<file path="src/tcp_pkg.sv">
// Package of constants for the timer capture/PWM configuration block
// Function
// - Prescaler divides count clock by two to the power of the 4-bit select.
// - Mode bit 7 selects PWM/timer at 0, capture/compare at 1.
// - Output enable bit 6 drives the waveform pin; software sets pin direction output.
// - External clock enable bit 5 counts on the external pin instead.
// - Edge select bit 2 picks rising at 0, falling at 1; ignored when disabled.
// - Capture one enable bit 3 gates the first capture pin.
// - Clear-on-capture bit 1 clears the count on each capture-1 event.
// - Run enable bit 0 stops the timer and gates its clock when low.
// - Writing 1 to force-high drives the output high; 0 does nothing.
// - Writing 1 to force-low drives the output low unless force-high is also 1, which wins; 0 does nothing.
// - Force strobes hold no state and read as zero.
// - Tie bit feeds capture-2 input from the first capture pin.
// - Capture-2 edge select: 00 falling, 01 rising, 1x either edge.
// - Capture-1 edge select: 00 falling, 01 rising, 1x either edge.
// - In capture mode, capture-2 edge sets the capture-2 flag.
// - In PWM mode, count equal to compare-2 value sets compare-2 flag.
// - Overflow sets a sticky flag held until software clears it.
package tcp_pkg;
    // -------------------------------------------------------------------
    // Register offsets
    // -------------------------------------------------------------------
    localparam logic [3:0] TCP_ADDR_PRESCALE = 4'h0;
    localparam logic [3:0] TCP_ADDR_MODE = 4'h1;
    localparam logic [3:0] TCP_ADDR_EDGE = 4'h2;
    localparam logic [3:0] TCP_ADDR_CMP1_LO = 4'h3;
    localparam logic [3:0] TCP_ADDR_CMP1_HI = 4'h4;
    localparam logic [3:0] TCP_ADDR_CMP2_LO = 4'h5;
    localparam logic [3:0] TCP_ADDR_CMP2_HI = 4'h6;
    localparam logic [3:0] TCP_ADDR_CNT_LO = 4'h7;
    localparam logic [3:0] TCP_ADDR_CNT_HI = 4'h8;
    localparam logic [3:0] TCP_ADDR_CAP1_LO = 4'h9;
    localparam logic [3:0] TCP_ADDR_CAP1_HI = 4'ha;
    localparam logic [3:0] TCP_ADDR_CAP2_LO = 4'hb;
    localparam logic [3:0] TCP_ADDR_CAP2_HI = 4'hc;
    localparam logic [3:0] TCP_ADDR_STATUS = 4'hd;
    localparam logic [3:0] TCP_ADDR_MASK = 4'he;
    // -------------------------------------------------------------------
    // Field positions
    // -------------------------------------------------------------------
    localparam int TCP_PS_MSB = 3;
    localparam int TCP_B_MODE = 7;
    localparam int TCP_B_OEN = 6;
    localparam int TCP_B_ECLK = 5;
    localparam int TCP_B_CAP2EN = 4;
    localparam int TCP_B_CAP1EN = 3;
    localparam int TCP_B_EDGE = 2;
    localparam int TCP_B_CLRCAP = 1;
    localparam int TCP_B_RUN = 0;
    localparam int TCP_B_FHI = 6;
    localparam int TCP_B_FLO = 5;
    localparam int TCP_B_TIE = 4;
    localparam int TCP_E2_LSB = 2;
    localparam int TCP_E1_LSB = 0;
    // Status bits
    localparam int TCP_S_CMP1 = 0;
    localparam int TCP_S_CAP1 = 1;
    localparam int TCP_S_CC2 = 2;
    localparam int TCP_S_OVF = 3;
    localparam int TCP_NSTAT = 4;
    // -------------------------------------------------------------------
    // Reset values and edge codes
    // -------------------------------------------------------------------
    localparam logic [7:0] TCP_RST_BYTE = 8'h00;
    localparam logic [1:0] TCP_EDGE_FALL = 2'h0;
    localparam logic [1:0] TCP_EDGE_RISE = 2'h1;
    typedef enum logic [1:0] {
        TCP_OUT_HOLD = 2'b00,
        TCP_OUT_HIGH = 2'b01,
        TCP_OUT_LOW = 2'b10
    } tcp_force_t;
endpackage

</file>
<file path="src/tcp_timer.sv">
// Timer with prescaler, capture/compare and PWM output, register-configured
`timescale 1ns/10ps
module tcp_timer
    import tcp_pkg::*;
#(
    parameter int CNT_W = 16
)
(
    input wire logic core_clk,
    input wire logic rst_n,
    input wire logic [3:0] reg_addr,
    input wire logic [7:0] reg_wdata,
    input wire logic reg_wr,
    input wire logic reg_rd,
    output logic [7:0] reg_rdata,
    input wire logic ext_count_clock_pin,
    input wire logic capture_one_pin,
    input wire logic capture_two_pin,
    output logic timer_wave_pin_o,
    output logic timer_wave_pin_oe,
    output logic irq
);
    // -------------------------------------------------------------------
    // Registers
    // -------------------------------------------------------------------
    logic [3:0] count_prescale_select_q;
    logic [7:0] timer_mode_cfg_q;
    logic [6:0] capture_edge_cfg_q;
    logic [CNT_W-1:0] compare_one_value_q;
    logic [CNT_W-1:0] compare_two_value_q;
    logic [CNT_W-1:0] count_q;
    logic [CNT_W-1:0] cap1_q;
    logic [CNT_W-1:0] cap2_q;
    logic [14:0] pre_q;
    logic [TCP_NSTAT-1:0] status_q;
    logic [TCP_NSTAT-1:0] mask_q;
    logic wave_q;
    logic [7:0] rdata_q;
    logic irq_q;
    logic oe_q;

    logic wr_ps, wr_mode, wr_edge, wr_status;
    logic run, cap_mode, ext_en;
    logic ext_hit, cap1_raw, cap2_raw, cap2_src;
    logic cap1_ev, cap2_ev, tick, ovf_ev, cmp1_ev, cmp2_ev, cc2_ev;
    logic [1:0] ext_sel;
    logic [TCP_NSTAT-1:0] set_ev;
    tcp_force_t force_cmd;

    // Byte access for values up to 16 bits; a short value reads zero above
    function automatic logic [CNT_W-1:0] put_byte(input logic [CNT_W-1:0] v,
            input logic hi, input logic [7:0] b);
        logic [15:0] r;
        r = 16'(v);
        if (hi) begin
            r[15:8] = b;
        end else begin
            r[7:0] = b;
        end
        return CNT_W'(r);
    endfunction

    function automatic logic [7:0] get_byte(input logic [CNT_W-1:0] v, input logic hi);
        logic [15:0] w;
        w = 16'(v);
        return hi ? w[15:8] : w[7:0];
    endfunction

    assign wr_ps = reg_wr && reg_addr == TCP_ADDR_PRESCALE;
    assign wr_mode = reg_wr && reg_addr == TCP_ADDR_MODE;
    assign wr_edge = reg_wr && reg_addr == TCP_ADDR_EDGE;
    assign wr_status = reg_rd && reg_addr == TCP_ADDR_STATUS;

    // -------------------------------------------------------------------
    // Configuration registers
    // -------------------------------------------------------------------
    always_ff @(posedge core_clk or negedge rst_n) begin
        if (!rst_n) begin
            count_prescale_select_q <= TCP_RST_BYTE[3:0];
            timer_mode_cfg_q <= TCP_RST_BYTE;
            capture_edge_cfg_q <= TCP_RST_BYTE[6:0];
            mask_q <= TCP_RST_BYTE[TCP_NSTAT-1:0];
            compare_one_value_q <= '0;
            compare_two_value_q <= '0;
        end else begin
            if (wr_ps) begin
                count_prescale_select_q <= reg_wdata[TCP_PS_MSB:0];
            end
            if (wr_mode) begin
                timer_mode_cfg_q <= reg_wdata;
            end
            if (wr_edge) begin
                // Strobe bits 6 and 5 are not stored
                capture_edge_cfg_q <= {2'b00, reg_wdata[TCP_B_TIE:0]};
            end
            if (reg_wr && reg_addr == TCP_ADDR_MASK) begin
                mask_q <= reg_wdata[TCP_NSTAT-1:0];
            end
            if (reg_wr && reg_addr == TCP_ADDR_CMP1_LO) begin
                compare_one_value_q <= put_byte(compare_one_value_q, 1'b0, reg_wdata);
            end
            if (reg_wr && reg_addr == TCP_ADDR_CMP1_HI) begin
                compare_one_value_q <= put_byte(compare_one_value_q, 1'b1, reg_wdata);
            end
            if (reg_wr && reg_addr == TCP_ADDR_CMP2_LO) begin
                compare_two_value_q <= put_byte(compare_two_value_q, 1'b0, reg_wdata);
            end
            if (reg_wr && reg_addr == TCP_ADDR_CMP2_HI) begin
                compare_two_value_q <= put_byte(compare_two_value_q, 1'b1, reg_wdata);
            end
        end
    end

    assign run = timer_mode_cfg_q[TCP_B_RUN];
    assign cap_mode = timer_mode_cfg_q[TCP_B_MODE];
    assign ext_en = timer_mode_cfg_q[TCP_B_ECLK];

    // -------------------------------------------------------------------
    // Edge detection
    // -------------------------------------------------------------------
    assign ext_sel = timer_mode_cfg_q[TCP_B_EDGE] ? TCP_EDGE_FALL : TCP_EDGE_RISE;
    assign cap2_src = capture_edge_cfg_q[TCP_B_TIE] ? capture_one_pin
                                                    : capture_two_pin;

    tcp_edge_det u_ext (
        .core_clk(core_clk),
        .rst_n(rst_n),
        .sig_in(ext_count_clock_pin),
        .edge_sel(ext_sel),
        .hit(ext_hit)
    );
    tcp_edge_det u_cap1 (
        .core_clk(core_clk),
        .rst_n(rst_n),
        .sig_in(capture_one_pin),
        .edge_sel(capture_edge_cfg_q[TCP_E1_LSB +: 2]),
        .hit(cap1_raw)
    );
    tcp_edge_det u_cap2 (
        .core_clk(core_clk),
        .rst_n(rst_n),
        .sig_in(cap2_src),
        .edge_sel(capture_edge_cfg_q[TCP_E2_LSB +: 2]),
        .hit(cap2_raw)
    );

    assign cap1_ev = cap1_raw && timer_mode_cfg_q[TCP_B_CAP1EN];
    assign cap2_ev = cap2_raw && timer_mode_cfg_q[TCP_B_CAP2EN];

    // -------------------------------------------------------------------
    // Prescaler and counter
    // -------------------------------------------------------------------
    always_ff @(posedge core_clk or negedge rst_n) begin
        if (!rst_n) begin
            pre_q <= '0;
        end else if (!run) begin
            pre_q <= '0;
        end else if (tick || wr_ps) begin
            // New select restarts the division from zero
            pre_q <= '0;
        end else if (ext_en ? ext_hit : 1'b1) begin
            pre_q <= pre_q + 15'h1;
        end
    end

    // Terminal count of 2**select - 1 source edges
    assign tick = run && (ext_en ? ext_hit : 1'b1)
        && pre_q == 15'((16'h1 << count_prescale_select_q) - 16'h1);
    assign ovf_ev = tick && (&count_q);

    always_ff @(posedge core_clk or negedge rst_n) begin
        if (!rst_n) begin
            count_q <= '0;
        end else if (cap1_ev && timer_mode_cfg_q[TCP_B_CLRCAP]) begin
            count_q <= '0;
        end else if (tick) begin
            count_q <= count_q + 1'b1;
        end
    end

    always_ff @(posedge core_clk or negedge rst_n) begin
        if (!rst_n) begin
            cap1_q <= '0;
            cap2_q <= '0;
        end else begin
            if (cap1_ev) begin
                cap1_q <= count_q;
            end
            if (cap2_ev && cap_mode) begin
                cap2_q <= count_q;
            end
        end
    end

    // -------------------------------------------------------------------
    // Events and interrupt
    // -------------------------------------------------------------------
    assign cmp1_ev = tick && count_q == compare_one_value_q;
    assign cmp2_ev = tick && !cap_mode && count_q == compare_two_value_q;
    assign cc2_ev = cap_mode ? cap2_ev : cmp2_ev;
    assign set_ev = {ovf_ev, cc2_ev, cap1_ev, cmp1_ev};

    // Set wins over the clearing read
    always_ff @(posedge core_clk or negedge rst_n) begin
        if (!rst_n) begin
            status_q <= '0;
        end else if (wr_status) begin
            status_q <= set_ev;
        end else begin
            status_q <= status_q | set_ev;
        end
    end

    always_ff @(posedge core_clk or negedge rst_n) begin
        if (!rst_n) begin
            irq_q <= 1'b0;
        end else begin
            irq_q <= |((wr_status ? set_ev : (status_q | set_ev)) & mask_q);
        end
    end

    // -------------------------------------------------------------------
    // Waveform output
    // -------------------------------------------------------------------
    always_comb begin
        if (wr_edge && reg_wdata[TCP_B_FHI]) begin
            force_cmd = TCP_OUT_HIGH;
        end else if (wr_edge && reg_wdata[TCP_B_FLO]) begin
            force_cmd = TCP_OUT_LOW;
        end else begin
            force_cmd = TCP_OUT_HOLD;
        end
    end

    always_ff @(posedge core_clk or negedge rst_n) begin
        if (!rst_n) begin
            wave_q <= 1'b0;
        end else begin
            case (force_cmd)
                TCP_OUT_HIGH: wave_q <= 1'b1;
                TCP_OUT_LOW: wave_q <= 1'b0;
                default: begin
                    if (!cap_mode && tick && (&count_q)) begin
                        wave_q <= 1'b1;
                    end else if (cmp1_ev && !cap_mode) begin
                        wave_q <= 1'b0;
                    end
                end
            endcase
        end
    end

    always_ff @(posedge core_clk or negedge rst_n) begin
        if (!rst_n) begin
            oe_q <= 1'b0;
        end else begin
            oe_q <= wr_mode ? reg_wdata[TCP_B_OEN] : timer_mode_cfg_q[TCP_B_OEN];
        end
    end

    assign timer_wave_pin_o = wave_q;
    assign timer_wave_pin_oe = oe_q;
    assign irq = irq_q;

    // -------------------------------------------------------------------
    // Read port
    // -------------------------------------------------------------------
    always_ff @(posedge core_clk or negedge rst_n) begin
        if (!rst_n) begin
            rdata_q <= '0;
        end else if (reg_rd) begin
            case (reg_addr)
                TCP_ADDR_PRESCALE: rdata_q <= {4'h0, count_prescale_select_q};
                TCP_ADDR_MODE: rdata_q <= timer_mode_cfg_q;
                TCP_ADDR_EDGE: rdata_q <= {1'b0, capture_edge_cfg_q};
                TCP_ADDR_CMP1_LO: rdata_q <= get_byte(compare_one_value_q, 1'b0);
                TCP_ADDR_CMP1_HI: rdata_q <= get_byte(compare_one_value_q, 1'b1);
                TCP_ADDR_CMP2_LO: rdata_q <= get_byte(compare_two_value_q, 1'b0);
                TCP_ADDR_CMP2_HI: rdata_q <= get_byte(compare_two_value_q, 1'b1);
                TCP_ADDR_CNT_LO: rdata_q <= get_byte(count_q, 1'b0);
                TCP_ADDR_CNT_HI: rdata_q <= get_byte(count_q, 1'b1);
                TCP_ADDR_CAP1_LO: rdata_q <= get_byte(cap1_q, 1'b0);
                TCP_ADDR_CAP1_HI: rdata_q <= get_byte(cap1_q, 1'b1);
                TCP_ADDR_CAP2_LO: rdata_q <= get_byte(cap2_q, 1'b0);
                TCP_ADDR_CAP2_HI: rdata_q <= get_byte(cap2_q, 1'b1);
                TCP_ADDR_STATUS: rdata_q <= {4'h0, status_q};
                TCP_ADDR_MASK: rdata_q <= {4'h0, mask_q};
                default: rdata_q <= '0;
            endcase
        end else begin
            rdata_q <= '0;
        end
    end

    assign reg_rdata = rdata_q;
endmodule

</file>
<file path="src/tcp_edge_det.sv">
// Selectable edge detector for one capture or clock input
`timescale 1ns/10ps
module tcp_edge_det
    import tcp_pkg::*;
(
    input wire logic core_clk,
    input wire logic rst_n,
    input wire logic sig_in,
    input wire logic [1:0] edge_sel,
    output logic hit
);
    logic prev_q;

    always_ff @(posedge core_clk or negedge rst_n) begin
        if (!rst_n) begin
            prev_q <= 1'b0;
        end else begin
            prev_q <= sig_in;
        end
    end

    // Falling, rising, or either edge for the two upper codes
    always_comb begin
        case (edge_sel)
            TCP_EDGE_FALL: hit = prev_q & ~sig_in;
            TCP_EDGE_RISE: hit = ~prev_q & sig_in;
            default: hit = prev_q ^ sig_in;
        endcase
    end
endmodule

</file>
<file path="config.mk">
export PLATFORM = sky130hd
export DESIGN_NAME = tcp_timer
export DESIGN_NICKNAME = d
export VERILOG_FILES = /design/src/tcp_pkg.sv /design/src/tcp_timer.sv /design/src/tcp_edge_det.sv
export SDC_FILE = /design/constraint.sdc
export NUM_CORES = 1
export LEC_CHECK = 0
export BUFFER_PORTS_ARGS = -buffer_cell sky130_fd_sc_hd__buf_2
export CAP_MARGIN = 10
export CORE_UTILIZATION = 50
export CTS_CLUSTER_SIZE = 16
export DETAILED_ROUTE_END_ITERATION = 8
export GPL_ROUTABILITY_DRIVEN = 0
export PLACE_DENSITY = 0.75
export SYNTH_ARGS = -nofsm -noshare
export SYNTH_HDL_FRONTEND = slang
export SYNTH_SLANG_ARGS = --single-unit
</file>
<file path="constraint.sdc">
create_clock -name core_clk -period 3.9 [get_ports core_clk]
set_clock_uncertainty 0.2 [all_clocks]
set_input_delay 0.195 -clock core_clk [delete_from_list [all_inputs] [get_ports core_clk]]
set_output_delay 0.195 -clock core_clk [all_outputs]
set_load 0.005 [all_outputs]
</file>
==> results_dict.tcl <==
set metrics [dict create \
    synth_area_leader_cell "dfrtp_1" \
    fin_cells 944 \
    crit_required_ns 4.04 \
    grt_pass1_wl_mm 33.5 \
    r2r_slack_ns 0.31 \
    syn_nets 754 \
    yosysWarningCount 0 \
    status "finished, final reports clean" \
    gr-total-overflow 0 \
    vias 6279 \
    num-nets-final 772 \
    cap_violations 0 \
    wirelength_mm 20.9 \
    whs_path_depth 4 \
    yosysSeqAreaShare 0.448 \
    grt_most_used_layer "met2" \
    grt_usage 0.280 \
    synth_top_area_frac 0.448 \
    synth_xor_xnor_area_share 0.0573 \
    wl_per_cell_microns 22.2 \
    ys_seq_elements 134 \
    power_mw 4.37 \
    path_buf_inv 3 \
    syn_area_per_cell_sq_um 10.3 \
    syn2layout_area_growth_pct 13.6 \
    drive_above_1_share 0.241 \
    synth_compound_area_frac 0.133 \
    clockRootBuffer "clkbuf_16" \
    synth_top_family_by_area "multiplexers" \
    antenna_found_initial 0 \
    end_kind "flop" \
    die_area_sq_um 15500 \
    ios 30 \
    cts_buffers 17 \
    drc 0 \
    max_clock_freq_ghz 0.278 \
    critPathLaunchType "flop" \
    die_w_microns 124 \
    async_flop_share 1.00 \
    hpwl_mm 14.1 \
    hold_path.class "in2reg" \
    critical_path_class "reg2reg" \
    dr.first_iter.drc_count 717 \
    finalHoldViolCount 0 \
    cts.sinks 134 \
    crit_family "simple AND/OR/NAND/NOR gates" \
    hold_end "status_q[0]" \
    power_density_nw_per_um2 514 \
    max_slew_margin 0.313 \
    final_max_slew_viol_count 0 \
    met1_usage 0.368 \
    min_from "reg_rd" \
    crit_path_cell_trace "inv_1 -> nand2_1 -> ha_2 -> buf_4 -> xor2_1 -> nor4_1 -> nor3_1 -> and4bb_2 -> nand4_4 -> buf_4 -> or3_1 -> a21oi_1" \
    clockBufferDepth 2 \
    crit_arrival_ns 3.74 \
    fin_crit_ns 3.59 \
    crit_top_cell "buf_4" \
    leakagePower_nw 3.70 \
    grtUsageMet2 0.418 \
    first_pass_iters 5 \
    cts_tree "yes" \
    fin_crit_sh 0.921 \
    drt.antenna.violating_nets 0 \
    worstMarginPinSlew_ns 1.03 \
    use_met3 0.0610 \
    post-place-ws_ns 0.0963 \
    fin_ws_ns 0.306 \
    core-area_sq_um 14600 \
    reg2reg_depth 12 \
    insertion_delay_ns 0.43 \
    whs_ns 0.0269 \
    synth_area_leaders "dfrtp_1 (45%), mux2_2 (14%), xnor2_1 (2.9%), xor2_1 (2.8%), a21oi_1 (2.5%)" \
    crit_path_top_delay_cell "dfrtp_1" \
    rr_endpoint "count_q[4]" \
    synth_edf_count 0 \
    synth-simple-area-share 0.147 \
    clkTransAtPathRegs_ns 0.06 \
    avgViaCountPerCell 6.65 \
    reg2reg_from "count_prescale_select_q[0]" \
    dp_cells 900 \
    port_buffers 29 \
    grt_pass1_vias 6201 \
    initial_utilization 0.513 \
    finalSetupTns_ns 0 \
    yosysUniqueCellTypes 67 \
    rows 44 \
    synthesis.instances 728 \
    grt_max_degree 95 \
    rsz0062_at_grt "false" \
    crit_fanout 25 \
    setup_violations 0 \
    synthFlopType "dfrtp_1" \
    muxShareOfSynthArea 0.162 \
    cts_max_level 4 \
    syn_area_sq_um 7490 \
    yosys.area_share.adder 0.0117 \
    cpPeakStageDelay_ns 0.56 \
    die_h_microns 124 \
    peakVddDrop_v 0.000381 \
]
[Yosys cell counts, drive strengths merged (2+ instances only)]
| library cell | count |
|---|---|
| a22o | 3 |
| o211ai | 3 |
| nor4 | 5 |
| mux2 | 93 |
| ha | 7 |
| a222oi | 2 |
| buf | 21 |
| a211oi | 5 |
| a31oi | 7 |
| nand4 | 17 |
| nor3 | 8 |
| clkbuf | 35 |
| dfrtp | 134 |
| nor2 | 49 |
| nand2b | 5 |
| o21bai | 2 |
| a221oi | 6 |
| nand3 | 25 |
| o21ai | 31 |
| nor2b | 8 |
| a221o | 2 |
| mux4 | 2 |
| or4 | 2 |
| inv | 17 |
| a2bb2oi | 2 |
| a22oi | 13 |
| a32o | 3 |
| xnor2 | 25 |
| o31a | 3 |
| nand2 | 47 |
| o22ai | 7 |
| a311oi | 3 |
| xor2 | 24 |
| and3 | 13 |
| a32oi | 7 |
| a21oi | 39 |
| and2 | 4 |
| nand3b | 3 |
| or3 | 17 |
| mux2i | 12 |
[registers in the layout (all words and copies together) (netlist names)]
name,flops
cap1_q,16
cap2_q,16
capture_edge_cfg_q,5
compare_one_value_q,16
compare_two_value_q,16
count_prescale_select_q,4
count_q,16
irq,1
mask_q,4
pre_q,15
reg_rdata,8
status_q,4
timer_mode_cfg_q,8
timer_wave_pin_o,1
timer_wave_pin_oe,1
u_cap1.prev_q,1
u_cap2.prev_q,1
u_ext.prev_q,1
[stage by stage]
step                utilization  cell area [sq um]
floorplan                     -               7490
global route              0.583               8500
CTS                       0.582               8490
finish                    0.583               8500
global placement          0.531               7740
detailed placement        0.531               7740
[logic make-up (layout without fill, tap and decap cells)]
family	count (synthesis)	after routing
and+or+nand+nor	211	211
AOI/OAI and AO/OA	147	147
DFF	134	134
muxes	107	107
buffers and inverters	73	104
xor gates and xnor gates	49	49
adders and majority gates	7	7
other	0	1
[power by group]
part           internal, mW  switching [mW]
registers              1.56           0.182
clock network          1.12           0.613
logic                 0.405           0.485
total                  3.09            1.28
[per-layer routing]
metal | part of all wire | routed length, microns
met5 | 0 | 0
met3 | 0.089 | 1850
met2 | 0.45 | 9500
met4 | 0.056 | 1170
met1 | 0.40 | 8410
[final cells by class]
type                       instances  area (sq um)
clock inverter                    10           169
fill                            1183          6090
antenna                            1          2.50
inverter                          17          63.8
tap                              184           230
timing repair buffer              55           374
multi-input combinational        521          3840
clock buffer                      22           474
sequential                       134          3350
[repair_timing]
item,in CTS,in global routing
endpoints found under the hold margin,141,0
hold buffers,11,0
setup buffers,0,0
setup endpoints to repair,0,19
gates resized for setup,0,2
[how the worst max path moves through the flow]
stage                                          start           to  slack [ns]  cells after the start
after global placement    count_prescale_select_q[0]    pre_q[12]        0.40                     11
after CTS                 count_prescale_select_q[0]     pre_q[5]        0.05                     12
after floorplan           count_prescale_select_q[3]  count_q[13]        0.70                     13
after detailed placement  count_prescale_select_q[0]    pre_q[11]         0.1                     12
final                     count_prescale_select_q[0]   count_q[4]        0.31                     12
after global routing      count_prescale_select_q[0]   count_q[5]        0.06                     12
[tightest hold or removal path: stages]
cell	delay [ns]
buf_2	0.13
nand3_1	0.16
nand2_1	0.07
o21ai_0	0.06
[placed cells by master, fill, tap and decap left out, types with 8 or more instances in the layout]
| master | count |
|---|---|
| nor2_1 | 49 |
| mux2i_1 | 12 |
| a21oi_1 | 38 |
| clkbuf_16 | 17 |
| inv_1 | 17 |
| mux2_2 | 93 |
| or3_1 | 16 |
| dlygate4sd3_1 | 11 |
| nand4_1 | 16 |
| xnor2_1 | 25 |
| and3_1 | 13 |
| buf_4 | 15 |
| nor2b_1 | 8 |
| a22oi_1 | 12 |
| nand3_1 | 24 |
| nand2_1 | 47 |
| buf_2 | 28 |
| xor2_1 | 24 |
| o21ai_0 | 29 |
| dfrtp_1 | 134 |
Power figures use the tool's default switching activity.
